### config.mk
export PLATFORM = sky130hd
export DESIGN_NAME = gpio_lookup_table_logic
export DESIGN_NICKNAME = d
export VERILOG_FILES = /design/src/hdl/lut_pkg.sv /design/src/hdl/reset_release.sv /design/src/hdl/pin_override.sv /design/src/hdl/gpio_lookup_table_logic.sv
export SDC_FILE = /design/constraint.sdc
export NUM_CORES = 1
export LEC_CHECK = 0
export ABC_AREA = 1
export BUFFER_PORTS_ARGS = -buffer_cell sky130_fd_sc_hd__buf_2
export CORE_MARGIN = 2
export CORE_UTILIZATION = 40
export CTS_BUF_LIST = sky130_fd_sc_hd__clkbuf_16
export DETAILED_ROUTE_END_ITERATION = 16
export HOLD_SLACK_MARGIN = 0.15
export SLEW_MARGIN = 20
export SYNTH_ARGS = -nofsm -noshare
export SYNTH_HDL_FRONTEND = slang
export SYNTH_SLANG_ARGS = --single-unit
### constraint.sdc
create_clock -name clock -period 2 [get_ports clock]
set_input_delay 0 -clock clock [delete_from_list [all_inputs] [get_ports clock]]
set_output_delay 0 -clock clock [all_outputs]
set_load 0.1 [all_outputs]
### src/hdl/lut_pkg.sv
// Operation
// - Upper mode 00 leaves lines 7-5 plain GPIO, and line 4 too unless lower mode is 11
// - Upper mode 01 drives line 6 from table
// - Upper mode 10 drives line 7 from table
// - Lower mode 00 leaves lines 3-0 plain GPIO
// - Lower mode 01 drives line 2 from table
// - Lower mode 10 drives line 3 from table
// - Lower mode 11 drives lines 4,3 from two tables
// - Line 6 takes two-input bit 4 plus lines 5:4
// - Line 2 takes two-input bit lines 1:0
// - Line 7 takes upper table bit lines 6:4
// - Line 3 takes lower table bit lines 2:0 in lower mode 10, table A bit in mode 11
package lut_pkg;

  localparam logic [7:0] LOGIC_MODE_SELECT_OFS        = 8'h10;
  localparam logic [7:0] TWO_INPUT_LOOKUP_OFS         = 8'h11;
  localparam logic [7:0] UPPER_THREE_INPUT_LOOKUP_OFS = 8'h12;
  localparam logic [7:0] LOWER_THREE_INPUT_LOOKUP_OFS = 8'h13;
  localparam logic [7:0] DUAL_OUTPUT_LOOKUP_A_OFS     = 8'h14;
  localparam logic [7:0] DUAL_OUTPUT_LOOKUP_B_OFS     = 8'h15;

  localparam logic [7:0] TABLE_RESET = 8'h00;
  localparam logic [7:0] READ_UNMAPPED = 8'h00;

  localparam int UPPER_MODE_LSB = 4;
  localparam int LOWER_MODE_LSB = 0;

  localparam int UPPER_TWO_IN_LINE   = 6;
  localparam int UPPER_THREE_IN_LINE = 7;
  localparam int LOWER_TWO_IN_LINE   = 2;
  localparam int LOWER_THREE_IN_LINE = 3;
  localparam int DUAL_HIGH_LINE      = 4;

  typedef enum logic [1:0] {
    MODE_PLAIN       = 2'b00,
    MODE_TWO_TO_ONE  = 2'b01,
    MODE_THREE_TO_ONE = 2'b10,
    MODE_THREE_TO_TWO = 2'b11
  } logic_mode_t;

  localparam logic_mode_t MODE_RESET = MODE_PLAIN;

  function automatic logic lut_pick(input logic [7:0] table_bits, input logic [2:0] index);
    lut_pick = table_bits[index];
  endfunction : lut_pick

endpackage : lut_pkg

### src/hdl/reset_release.sv
module reset_release (
  input  wire logic clock,
  input  wire logic rstn,
  output logic      rst_sync_n
);

  logic first_q;
  logic second_q;

  // Assert at once, release only after two clean edges
  always_ff @(posedge clock or negedge rstn) begin
    if (!rstn) begin
      first_q  <= 1'b0;
      second_q <= 1'b0;
    end else begin
      first_q  <= 1'b1;
      second_q <= first_q;
    end
  end

  assign rst_sync_n = second_q;

endmodule : reset_release

### src/hdl/pin_override.sv
module pin_override #(
  parameter int PIN_W = 8
) (
  input  wire logic [PIN_W-1:0] gpio_data,
  input  wire logic [PIN_W-1:0] gpio_dir_oe,
  input  wire logic [PIN_W-1:0] decode_en,
  input  wire logic [PIN_W-1:0] decode_val,
  output logic      [PIN_W-1:0] pin_out,
  output logic      [PIN_W-1:0] pin_oe
);

  // A decoded line is always driven, whatever its direction setting
  always_comb begin
    for (int i = 0; i < PIN_W; i++) begin
      pin_out[i] = decode_en[i] ? decode_val[i] : gpio_data[i];
      pin_oe[i]  = decode_en[i] | gpio_dir_oe[i];
    end
  end

endmodule : pin_override

### src/hdl/gpio_lookup_table_logic.sv
module gpio_lookup_table_logic #(
  parameter int PIN_W  = 8,
  parameter int DATA_W = 8
) (
  input  wire logic              clock,
  input  wire logic              rstn,
  input  wire logic [7:0]        reg_addr,
  input  wire logic [DATA_W-1:0] reg_wdata,
  input  wire logic              reg_wr,
  input  wire logic              reg_rd,
  output logic      [DATA_W-1:0] reg_rdata,
  input  wire logic [PIN_W-1:0]  pin_in,
  input  wire logic [PIN_W-1:0]  gpio_data,
  input  wire logic [PIN_W-1:0]  gpio_dir_oe,
  output logic      [PIN_W-1:0]  pin_out,
  output logic      [PIN_W-1:0]  pin_oe,
  output logic      [PIN_W-1:0]  decode_active
);
  import lut_pkg::*;

  logic rst_sync_n;

  reset_release u_reset_release (
    .clock      (clock),
    .rstn       (rstn),
    .rst_sync_n (rst_sync_n)
  );

  // Register state

  logic_mode_t       upper_mode_q;
  logic_mode_t       upper_mode_d;
  logic_mode_t       lower_mode_q;
  logic_mode_t       lower_mode_d;
  logic [7:0]        two_input_lookup_q;
  logic [7:0]        two_input_lookup_d;
  logic [7:0]        upper_three_input_lookup_q;
  logic [7:0]        upper_three_input_lookup_d;
  logic [7:0]        lower_three_input_lookup_q;
  logic [7:0]        lower_three_input_lookup_d;
  logic [7:0]        dual_output_lookup_a_q;
  logic [7:0]        dual_output_lookup_a_d;
  logic [7:0]        dual_output_lookup_b_q;
  logic [7:0]        dual_output_lookup_b_d;
  logic [DATA_W-1:0] rdata_q;
  logic [DATA_W-1:0] rdata_d;
  logic [7:0]        read_value;

  // One address decode shared by the write and read paths
  typedef enum logic [2:0] {
    SEL_MODE   = 3'b000,
    SEL_TWO_IN = 3'b001,
    SEL_UPPER3 = 3'b010,
    SEL_LOWER3 = 3'b011,
    SEL_DUAL_A = 3'b100,
    SEL_DUAL_B = 3'b101,
    SEL_NONE   = 3'b111
  } reg_sel_t;

  function automatic reg_sel_t reg_select(input logic [7:0] addr);
    reg_sel_t sel;
    case (addr)
      LOGIC_MODE_SELECT_OFS: begin
        sel = SEL_MODE;
      end
      TWO_INPUT_LOOKUP_OFS: begin
        sel = SEL_TWO_IN;
      end
      UPPER_THREE_INPUT_LOOKUP_OFS: begin
        sel = SEL_UPPER3;
      end
      LOWER_THREE_INPUT_LOOKUP_OFS: begin
        sel = SEL_LOWER3;
      end
      DUAL_OUTPUT_LOOKUP_A_OFS: begin
        sel = SEL_DUAL_A;
      end
      DUAL_OUTPUT_LOOKUP_B_OFS: begin
        sel = SEL_DUAL_B;
      end
      default: begin
        sel = SEL_NONE;
      end
    endcase
    return sel;
  endfunction : reg_select

  // Write path: tables keep their contents in every mode
  always_comb begin
    upper_mode_d               = upper_mode_q;
    lower_mode_d               = lower_mode_q;
    two_input_lookup_d         = two_input_lookup_q;
    upper_three_input_lookup_d = upper_three_input_lookup_q;
    lower_three_input_lookup_d = lower_three_input_lookup_q;
    dual_output_lookup_a_d     = dual_output_lookup_a_q;
    dual_output_lookup_b_d     = dual_output_lookup_b_q;
    if (reg_wr) begin
      case (reg_select(reg_addr))
        SEL_MODE: begin
          // Reserved bits 7:6 and 3:2 are not stored
          upper_mode_d = logic_mode_t'(reg_wdata[UPPER_MODE_LSB +: 2]);
          lower_mode_d = logic_mode_t'(reg_wdata[LOWER_MODE_LSB +: 2]);
        end
        SEL_TWO_IN: begin
          two_input_lookup_d = reg_wdata[7:0];
        end
        SEL_UPPER3: begin
          upper_three_input_lookup_d = reg_wdata[7:0];
        end
        SEL_LOWER3: begin
          lower_three_input_lookup_d = reg_wdata[7:0];
        end
        SEL_DUAL_A: begin
          dual_output_lookup_a_d = reg_wdata[7:0];
        end
        SEL_DUAL_B: begin
          dual_output_lookup_b_d = reg_wdata[7:0];
        end
        default: begin
          // Unmapped writes are dropped
        end
      endcase
    end
  end

  // Read path, registered so read data comes from a flop
  always_comb begin
    case (reg_select(reg_addr))
      SEL_MODE: begin
        read_value = {2'b00, upper_mode_q, 2'b00, lower_mode_q};
      end
      SEL_TWO_IN: begin
        read_value = two_input_lookup_q;
      end
      SEL_UPPER3: begin
        read_value = upper_three_input_lookup_q;
      end
      SEL_LOWER3: begin
        read_value = lower_three_input_lookup_q;
      end
      SEL_DUAL_A: begin
        read_value = dual_output_lookup_a_q;
      end
      SEL_DUAL_B: begin
        read_value = dual_output_lookup_b_q;
      end
      default: begin
        read_value = READ_UNMAPPED;
      end
    endcase
    rdata_d = rdata_q;
    if (reg_rd) begin
      rdata_d = DATA_W'(read_value);
    end
  end

  always_ff @(posedge clock or negedge rst_sync_n) begin
    if (!rst_sync_n) begin
      upper_mode_q               <= MODE_RESET;
      lower_mode_q               <= MODE_RESET;
      two_input_lookup_q         <= TABLE_RESET;
      upper_three_input_lookup_q <= TABLE_RESET;
      lower_three_input_lookup_q <= TABLE_RESET;
      dual_output_lookup_a_q     <= TABLE_RESET;
      dual_output_lookup_b_q     <= TABLE_RESET;
      rdata_q                    <= '0;
    end else begin
      upper_mode_q               <= upper_mode_d;
      lower_mode_q               <= lower_mode_d;
      two_input_lookup_q         <= two_input_lookup_d;
      upper_three_input_lookup_q <= upper_three_input_lookup_d;
      lower_three_input_lookup_q <= lower_three_input_lookup_d;
      dual_output_lookup_a_q     <= dual_output_lookup_a_d;
      dual_output_lookup_b_q     <= dual_output_lookup_b_d;
      rdata_q                    <= rdata_d;
    end
  end

  assign reg_rdata = rdata_q;

  // Decode: purely combinational from live pin levels and tables
  logic [PIN_W-1:0] decode_en;
  logic [PIN_W-1:0] decode_val;
  logic [2:0]       upper_two_index;
  logic [2:0]       upper_three_index;
  logic [2:0]       lower_two_index;
  logic [2:0]       lower_three_index;

  always_comb begin
    upper_two_index   = {1'b1, pin_in[5:4]};
    lower_two_index   = {1'b0, pin_in[1:0]};
    upper_three_index = pin_in[6:4];
    lower_three_index = pin_in[2:0];
  end

  always_comb begin
    decode_en  = '0;
    decode_val = '0;

    // Upper nibble; the reserved code behaves as plain GPIO
    case (upper_mode_q)
      MODE_PLAIN: begin
        // Lines 7-5 untouched; line 4 left to the lower nibble
      end
      MODE_TWO_TO_ONE: begin
        decode_en[UPPER_TWO_IN_LINE]  = 1'b1;
        decode_val[UPPER_TWO_IN_LINE] = lut_pick(two_input_lookup_q, upper_two_index);
      end
      MODE_THREE_TO_ONE: begin
        decode_en[UPPER_THREE_IN_LINE]  = 1'b1;
        decode_val[UPPER_THREE_IN_LINE] = lut_pick(upper_three_input_lookup_q, upper_three_index);
      end
      default: begin
        // Reserved: no decode, table ignored
      end
    endcase

    // Lower nibble
    case (lower_mode_q)
      MODE_PLAIN: begin
        // Lines 3-0 untouched
      end
      MODE_TWO_TO_ONE: begin
        decode_en[LOWER_TWO_IN_LINE]  = 1'b1;
        decode_val[LOWER_TWO_IN_LINE] = lut_pick(two_input_lookup_q, lower_two_index);
      end
      MODE_THREE_TO_ONE: begin
        decode_en[LOWER_THREE_IN_LINE]  = 1'b1;
        decode_val[LOWER_THREE_IN_LINE] = lut_pick(lower_three_input_lookup_q, lower_three_index);
      end
      MODE_THREE_TO_TWO: begin
        // Line 3 from table A, line 4 from table B
        decode_en[LOWER_THREE_IN_LINE]  = 1'b1;
        decode_val[LOWER_THREE_IN_LINE] = lut_pick(dual_output_lookup_a_q, lower_three_index);
        decode_en[DUAL_HIGH_LINE]       = 1'b1;
        decode_val[DUAL_HIGH_LINE]      = lut_pick(dual_output_lookup_b_q, lower_three_index);
      end
      default: begin
        // Unreachable: every lower code is decoded above
      end
    endcase
  end

  // Only enabled lines reach the pins, so idle tables never leak out
  pin_override #(
    .PIN_W (PIN_W)
  ) u_pin_override (
    .gpio_data   (gpio_data),
    .gpio_dir_oe (gpio_dir_oe),
    .decode_en   (decode_en),
    .decode_val  (decode_val),
    .pin_out     (pin_out),
    .pin_oe      (pin_oe)
  );

  assign decode_active = decode_en;

endmodule : gpio_lookup_table_logic

# Word-level counts from Yosys, hierarchy flattened
# Index checks and enable logic that the tools add are counted.
# totals
ff_bits	54
out_inout_bits	32
wordCells	79
inputBits	44
# op_classes
n_mux	30
n_reduce_logical	9
bitwise	5
magnitude_cmp	4
n_eq_ne	21
# op_table
operator	count
$eq 8x5->1 const B	6
$pmux 8 s6	1
$mux 1	20
$pmux 3 s6	1
$bmux 1 s3	4
$eq 3x2->1 const B	4
$eq 3x3->1 const B	4
$lt 3x4->1 const B	3
$reduce_and 2->1	6
$eq 2x2->1 const B	3
$eq 3x1->1 const B	2
$logic_not 3->1	2
$or 1x1->1	5
$bmux 1 s2	2
$eq 2x1->1 const B	2
$lt 2x4->1 const B	1
$mux 3	1
$pmux 1 s2	1
$reduce_or 2->1	1

# Longest topological paths before layout
# Gate-level depths: netlist (run 1).
# depth
word_depth	5
mapped_depth	14
ltp_nobuf	14

# By module
# A second synthesis (run 1) with hierarchy kept.
# unflattened
hier_cells	450
hier_area_um2	3320.7
# modules_own_cells
module	seq_area_each_um2	cells_each	area_per_inst_um2	instances
gpio_lookup_table_logic	1301.2	407	3096.7	1
pin_override	0.0	40	170.2	1
reset_release	50.0	3	53.8	1

# Worst setup path before layout (run 1)
# OpenSTA, ideal clock, no wires.
# synth_path
path_type	register -> output
startpoint	register lower_mode_q[1]
endpoint	output pin_out[2]
path_stages_with_launch	4
path_slack_ns	-1.426
path_buffers	0
t_required_ns	2.000
arrival_time_ns	3.426
cell_sequence	dfrtp_1 > nor2_1 > nor2_1 > a31oi_1
# synth_via
elab_chain_cells	3
word_cells_on_any_way	4
classes_between	eq/ne (1); mux (3)
# synth_lines
item	line_no	rtl
start, declared	gpio_lookup_table_logic.sv:33	logic_mode_t lower_mode_q;
start signal, assigned	gpio_lookup_table_logic.sv:169	lower_mode_q <= lower_mode_d;
$eq 2x1->1	gpio_lookup_table_logic.sv:219	case (lower_mode_q)
$mux 1	gpio_lookup_table_logic.sv:219	
via decode_active[2]	gpio_lookup_table_logic.sv:17	output logic [PIN_W-1:0] decode_active
$mux 1	pin_override.sv:15	pin_out[i] = decode_en[i] ? decode_val[i] : gpio_data[i];
end, declared	gpio_lookup_table_logic.sv:15	output logic [PIN_W-1:0] pin_out,
# The timed path passes the listed nets, and every way through them passes these cells.

# Worst setup path after layout (run 1)
# layout_path
startpoint	register lower_mode_q[1]
endpoint	output pin_out[3]
# layout_via
elab_chain_cells	4
word_cells_on_any_way	6
classes_between	eq/ne (2); mux (3); reduce/logical (1)
# layout_lines
item	line_no
$eq 2x2->1	gpio_lookup_table_logic.sv:219
$reduce_or 2->1 (no line)	-
$mux 1	gpio_lookup_table_logic.sv:219
$mux 1 *	pin_override.sv:15
# Mark *: on every way between the ends. The rest lies on a longest branch, timed or not.

==> results of run 1 <==
==> cell usage in the layout (no fill, tap or decap), types with 2 or more instances in the layout <==
| cell type | count |
|---|---|
| nand4_1 | 3 |
| dlygate4sd3_1 | 17 |
| o21ai_2 | 16 |
| o21ai_0 | 28 |
| nand3_1 | 20 |
| nand2_1 | 100 |
| nand2_4 | 3 |
| nor2_1 | 48 |
| o221ai_1 | 2 |
| inv_2 | 6 |
| or2_2 | 5 |
| dfrtp_1 | 53 |
| nand3_4 | 2 |
| mux2i_1 | 2 |
| conb_1 | 4 |
| clkbuf_16 | 5 |
| nand2_2 | 6 |
| nor2_2 | 5 |
| o21ai_1 | 19 |
| nand4_4 | 2 |
| buf_2 | 58 |
| a21oi_1 | 13 |
| buf_4 | 4 |
| o22ai_1 | 2 |
| clkinvlp_4 | 2 |
| a31oi_4 | 3 |
| inv_1 | 45 |
| o211ai_1 | 5 |
==> sequential cells by signal (all words and copies together), names as in the netlist <==
register,cells
dual_output_lookup_a_q,8
dual_output_lookup_b_q,8
lower_mode_q,2
lower_three_input_lookup_q,8
reg_rdata,8
two_input_lookup_q,8
u_reset_release.first_q,1
u_reset_release.rst_sync_n,1
upper_mode_q,2
upper_three_input_lookup_q,8
==> power by group through the flow <==
| stage | Sequential [mW] | Combinational (mW) | Clock (mW) |
|---|---|---|---|
| after floorplan | 1.16 | 0.620 | 0 |
| after global placement | 1.16 | 0.695 | 0 |
| after detailed placement | 1.16 | 0.701 | 0 |
| after CTS | 1.13 | 0.774 | 0.864 |
| after global routing | 1.14 | 0.807 | 0.907 |
| final | 1.14 | 0.768 | 0.851 |
==> per-layer routing <==
layer,wire length [um],up-vias,global-route usage [%]
met4,78,0,4.41
met2,4020,65,33.2
met3,376,5,3.38
li1,-,1463,-
met5,0,-,0
met1,3830,1331,27.5
==> stage by stage <==
step	cell area (um^2)	instances	util, %
finish	3870	588	50.1
global route	3870	588	50.1
CTS	3870	588	50.1
detailed placement	3560	563	46.1
global placement	3560	563	46.1
floorplan	3250	419	-
==> final timing paths <==
path	start	endpoint	slack (ps)
worst min register to register	u_reset_release.first_q	u_reset_release.rst_sync_n	360
worst max register to register	lower_mode_q[1]	reg_rdata[1]	910
max in group asynchronous	u_reset_release.rst_sync_n	lower_three_input_lookup_q[0]	1160
worst max-delay path	lower_mode_q[1]	pin_out[3]	270
worst min-delay path	reg_wr	two_input_lookup_q[0]	210
min in group asynchronous	u_reset_release.rst_sync_n	dual_output_lookup_b_q[3]	380
==> worst min-delay path: stages <==
cell,delay [ps]
buf_2,170
nand2_4,230
o21ai_2,70
==> cell type report <==
cell class | instances | share of cell area (%)
Clock buffer | 5 | 3.23
Timing Repair Buffer | 79 | 12.7
Clock inverter | 3 | 0.387
Sequential cell | 54 | 34.9
Tap cell | 102 | 3.29
Inverter | 52 | 5.17
Multi-Input combinational cell | 293 | 40.4
==> cells by family after synthesis <==
kind of cell	Yosys count	share of synthesized area, %
AOI/OAI and AO/OA	88	16.9
adders and majority gates	1	0.391
buffers and inverters	72	10.2
DFF	54	42.3
muxes	2	0.626
other	2	0.235
and+or+nand+nor	198	29.3
==> timing repair <==
item / in CTS / in global routing
hold buffers: 17 / 0
setup endpoints to repair: 0 / 0
endpoints found under the hold margin: 53 / 0
==> impl_metrics.toml, run 1 <==
[final_layout]
syn2layout_area_growth_pct = 21.2
area.sequential_um2 = 1350
fillers = 788
antenna_cells = 0
multi_input_area_um2 = 1560
drive_gt1_share_pct = 25.3
final_nets = 530

[yosys]
async_reset_ff_share_pct = 100
synthTopCellsByArea = "dfrtp_1, nand2_1, nor2_1, inv_1, o21ai_0"
yosys_warnings = 0
synth.distinct_cells = 35
seq_area_frac_synth_pct = 42.3
syn_area_per_cell_um2 = 7.67
synth_edf_count = 0
synth_cells = 417
synth-seq-cells = 54
ys_top_cells_by_count = "nand2_1, dfrtp_1, nor2_1, inv_1, o21ai_0"
syn-cell-area_um2 = 3200
yosys.area.top_type = "dfrtp_1"
yosysTopAreaCellShare_pct = 42.3
yosys.cell_count.top_type = "nand2_1"
dominantRegCellSynth = "dfrtp_1"

[power_and_ir_drop]
switching_share_pct = 37.9
power.internal_mw = 1.71
power.switching_mw = 1.04
p_comb_share_pct = 27.9
p_seq_share_pct = 41.2
peakVddDrop_mv = 0.319
finalPower_mw = 2.75
p_per_area_nw_per_um2 = 711
leakage_nw = 1.91
p_clk_share_pct = 30.9

[routing]
detail-route-antenna-nets = 0
wl_per_cell_um = 14.1
via_per_inst = 4.87
dr.pass1.iters = 5
vias = 2864
wirelength_mm = 8.30
drc_errors = 0
initialDrtViolationCount = 194

[setup_path]
crit_path_start_kind = "flop"
cp_top_family = "buffers and inverters"
cp_slowest_cell = "dfrtp_1"
rr_worst_depth = 6
worstPathArrival_ps = 1730
critical_path_class = "flop to primary output"
path_cells = "nand2_1 > clkinvlp_4 > nand3_1 > o211ai_1 > buf_2"
max_stage_delay_ps = 510
critPathMaxFanout = 7
path_buf_inv = 2
required_ps = 2000
critPathCaptureType = "primary output"
cp.depth = 5

[cts]
cts_tree = "done"
root_buffer = "clkbuf_16"
cts.sinks = 54
clockBufferDepth = 2
cts_resized = 0
cts-buffers-inserted = 5
clk_latency_ps = 290
postCtsSetupBuffers = 0
clk_pin_slew_ps = 70
ctsHtreeMaxLevel = 2

[floorplanning]
die_width_um = 93.4
initial_core_util_pct = 41.4
die_area_um2 = 8730
ios = 76
rows = 32
die_h_um = 93.4
core-area_um2 = 7730

[global_route]
grt_first_pass_wirelength_mm = 13.5
grt_max_degree = 53
grt_pass1_vias = 2704
grt-ovfl-total = 0
antenna_found_initial = 0
grt_use_total_pct = 20.0

[sta]
finClkSkew_ps = 8.23
finalMaxSlewViolations = 0
fin_ws_ps = 272
finalSetupViolCount = 0
clock.fmax_mhz = 579
slew_headroom_pct = 34.6
finalCritPeriodShare_pct = 86.4
hold_viol = 0
finalSetupTns_ps = 0
tightest_slew_ps = 978
fin_crit_ps = 1730
holdWs_ps = 211
rsz0062_at_grt = "no"

[placement]
dp_hpwl_mm = 6.12
io_buffers = 58
dp_slack_ps = 188
place.gp.congestion = 0.898

[hold_path]
hp-class = "primary input to flop"
hold_depth = 3

[run_status]
status = "finished clean"

[run]
maxCapViolations = 0
(Power assumes the default switching activity.)
==> run 2, diff against run 1 <==
--- a/config.mk
+++ b/config.mk
@@ -5,7 +5,7 @@
 export SDC_FILE = /design/constraint.sdc
 export NUM_CORES = 1
 export LEC_CHECK = 0
-export ABC_AREA = 1
+export ABC_AREA = 0
 export BUFFER_PORTS_ARGS = -buffer_cell sky130_fd_sc_hd__buf_2
 export CORE_MARGIN = 2
 export CORE_UTILIZATION = 40
==> run 2 against run 1 <==
Effect of this change:
- synthesized cell count decreased by 42%
- clock-buffer cell count unchanged
- combinational power down 7.3%
- sequential power about the same
- synthesized area shrank 4.0%
- final area barely moved
- via count is 19% lower
- worst hold slack worse by 12 ps
- highest routed layer unchanged
==> impl_metrics.toml, run 2 <==
[floorplanning]
die_width_um = 91.6
ios = 76
initial_core_util_pct = 41.9
die_area_um2 = 8400
rows = 31
core-area_um2 = 7330
die_h_um = 91.6

[hold_path]
hold_depth = 3
hp-class = "primary input to flop"

[final_layout]
final_util_pct = 52.9
mostFrequentLayoutCells = "buf_2, dfrtp_1, mux2_2"
multi_input_area_um2 = 1570
final_nets = 370
area.sequential_um2 = 1350
mostFrequentLayoutCell = "buf_2"
drive_gt1_share_pct = 49.7
fillers = 670
stdcell_area_um2 = 3880
antenna_cells = 0
syn2layout_area_growth_pct = 26.2
final_cells = 425

[cts]
cts_tree = "done"
cts.sinks = 54
ctsHtreeMaxLevel = 2
clk_pin_slew_ps = 70
cts-buffers-inserted = 5
postCtsSetupBuffers = 0
clk_latency_ps = 290
clockBufferDepth = 2
root_buffer = "clkbuf_16"

[sta]
finClkSkew_ps = 8.02
finalSetupTns_ps = 0
finalCritPeriodShare_pct = 96.0
clock.fmax_mhz = 521
rsz0062_at_grt = "no"
holdWs_ps = 200
finalSetupViolCount = 0
fin_ws_ps = 79.9
slew_headroom_pct = 35.1
finalMaxSlewViolations = 0
hold_viol = 0
fin_crit_ps = 1920
tightest_slew_ps = 970

[yosys]
synth.distinct_cells = 50
yosys.cell_count.top_type = "dfrtp_1"
syn-cell-area_um2 = 3070
yosys.area.top_type = "dfrtp_1"
yosys_warnings = 0
ys_top_cells_by_count = "dfrtp_1, mux2_2, buf_4, a22o_1, mux4_2"
synth-seq-cells = 54
syn_area_per_cell_um2 = 12.8
synth_cells = 240
yosys.area_share.xor_xnor_pct = 0
yosysTopAreaCellShare_pct = 44.0
muxShareOfSynthArea_pct = 28.0
synth_compound_gate_area_share_pct = 10.9
seq_area_frac_synth_pct = 44.0
synthAdderAreaFrac_pct = 0.407
dominantRegCellSynth = "dfrtp_1"
async_reset_ff_share_pct = 100
synthTopCellsByArea = "dfrtp_1, mux2_2, mux4_2, a22o_1, buf_4"
synthSimpleGateAreaFrac_pct = 10.8
synth_edf_count = 0
synth_top_family_by_area = "multiplexers"

[routing]
wl_per_cell_um = 18.8
detail-route-antenna-nets = 0
met1_length_mm = 3.67
highest_layer = "met4"
vias = 2332
drc_errors = 0
initialDrtViolationCount = 152
wl_met3_um = 353
dr.pass1.iters = 6
via_per_inst = 5.49
wl_met2_mm = 3.81
wirelength_mm = 7.98

[placement]
placed_area_um2 = 3560
dpl.cell_count = 400
io_buffers = 58
dp_hpwl_mm = 6.05
place.gp.congestion = 0.867
dp_slack_ps = -121

[global_route]
grt_pass1_vias = 2312
grt-ovfl-total = 0
grt_first_pass_wirelength_mm = 12.5
antenna_found_initial = 0
grt_max_degree = 29
grt_use_total_pct = 19.4

[power_and_ir_drop]
leakage_nw = 1.95
peakVddDrop_mv = 0.395
p_per_area_nw_per_um2 = 701
finalPower_mw = 2.72

[setup_path]
rr_worst_depth = 4
critPathCaptureType = "primary output"
worstPathArrival_ps = 1920
cp_slowest_cell = "mux4_2"
critical_path_class = "flop to primary output"
required_ps = 2000
path_cells = "mux4_2 > nor2b_1 > a211oi_1 > a21oi_2 > buf_4"
critPathMaxFanout = 3
max_stage_delay_ps = 470
crit_path_start_kind = "flop"

[run]
maxCapViolations = 0

[run_status]
status = "finished clean"
[run 2: cell count changes after synthesis, sizes merged, moves of 6 or more]
| cell | previous run | this run |
|---|---|---|
| nor2 | 54 | 5 |
| a22o | 0 | 11 |
| nor2b | 0 | 6 |
| nand2b | 0 | 7 |
| nand3 | 23 | 2 |
| inv | 50 | 6 |
| o21ai | 63 | 9 |
| nand2 | 109 | 9 |
| mux4 | 0 | 10 |
| a21oi | 13 | 4 |
| a221o | 0 | 6 |
| mux2 | 0 | 51 |
[run 2: path summary, 6_finish.rpt]
path | start | end | slack (ps)
setup / recovery | lower_three_input_lookup_q[6] | pin_out[3] | 80
hold / removal | reg_wr | lower_mode_q[0] | 200
setup reg to reg | lower_mode_q[1] | reg_rdata[1] | 450
hold reg to reg | u_reset_release.rst_sync_n | upper_three_input_lookup_q[6] | 270
max in group asynchronous | u_reset_release.rst_sync_n | dual_output_lookup_a_q[1] | 1190
min in group asynchronous | u_reset_release.rst_sync_n | upper_three_input_lookup_q[6] | 270
[run 2: worst max-delay path: cells and delay by family (launching register included)]
kind | cells | cell delay [ps]
DFF | 1 | 440
buffers and inverters | 1 | 240
muxes | 1 | 470
AOI/OAI and AO/OA | 2 | 330
and+or+nand+nor | 1 | 140
[run 2: repair_timing]
| action | in CTS | in global routing |
|---|---|---|
| setup endpoints to repair | 0 | 2 |
| hold buffers | 17 | 0 |
| hold endpoints to repair | 53 | 0 |
| gates resized for setup | 0 | 3 |
[run 2: cell families after synthesis]
group | count (synthesis)
adder cells (fa/ha/maj) | 1
AO/OA/AOI/OAI | 43
multiplexers | 67
other | 2
flip-flops | 54
buffers and inverters | 27
AND/OR/NAND/NOR | 46
[run 2: routing by layer]
layer	vias to the layer above	track usage, %
met5	-	0
met4	0	6.57
met3	8	2.96
met2	77	30.1
met1	1180	27.7
li1	1067	-
[run 2: power breakdown]
group          switching [mW]  internal (mW)  total (mW)
logic                   0.541          0.171       0.712
registers              0.0493           1.12        1.17
clock network           0.379          0.462       0.841
total                   0.969           1.75        2.72
[run 2: area by class of cell]
class | count | share of cell area [%]
well taps | 99 | 3.19
flip-flops and latches | 54 | 34.9
multi-input cells | 161 | 40.5
clock buffers | 5 | 3.23
repair buffers | 97 | 17.2
clock inverters | 3 | 0.452
inverters | 6 | 0.581
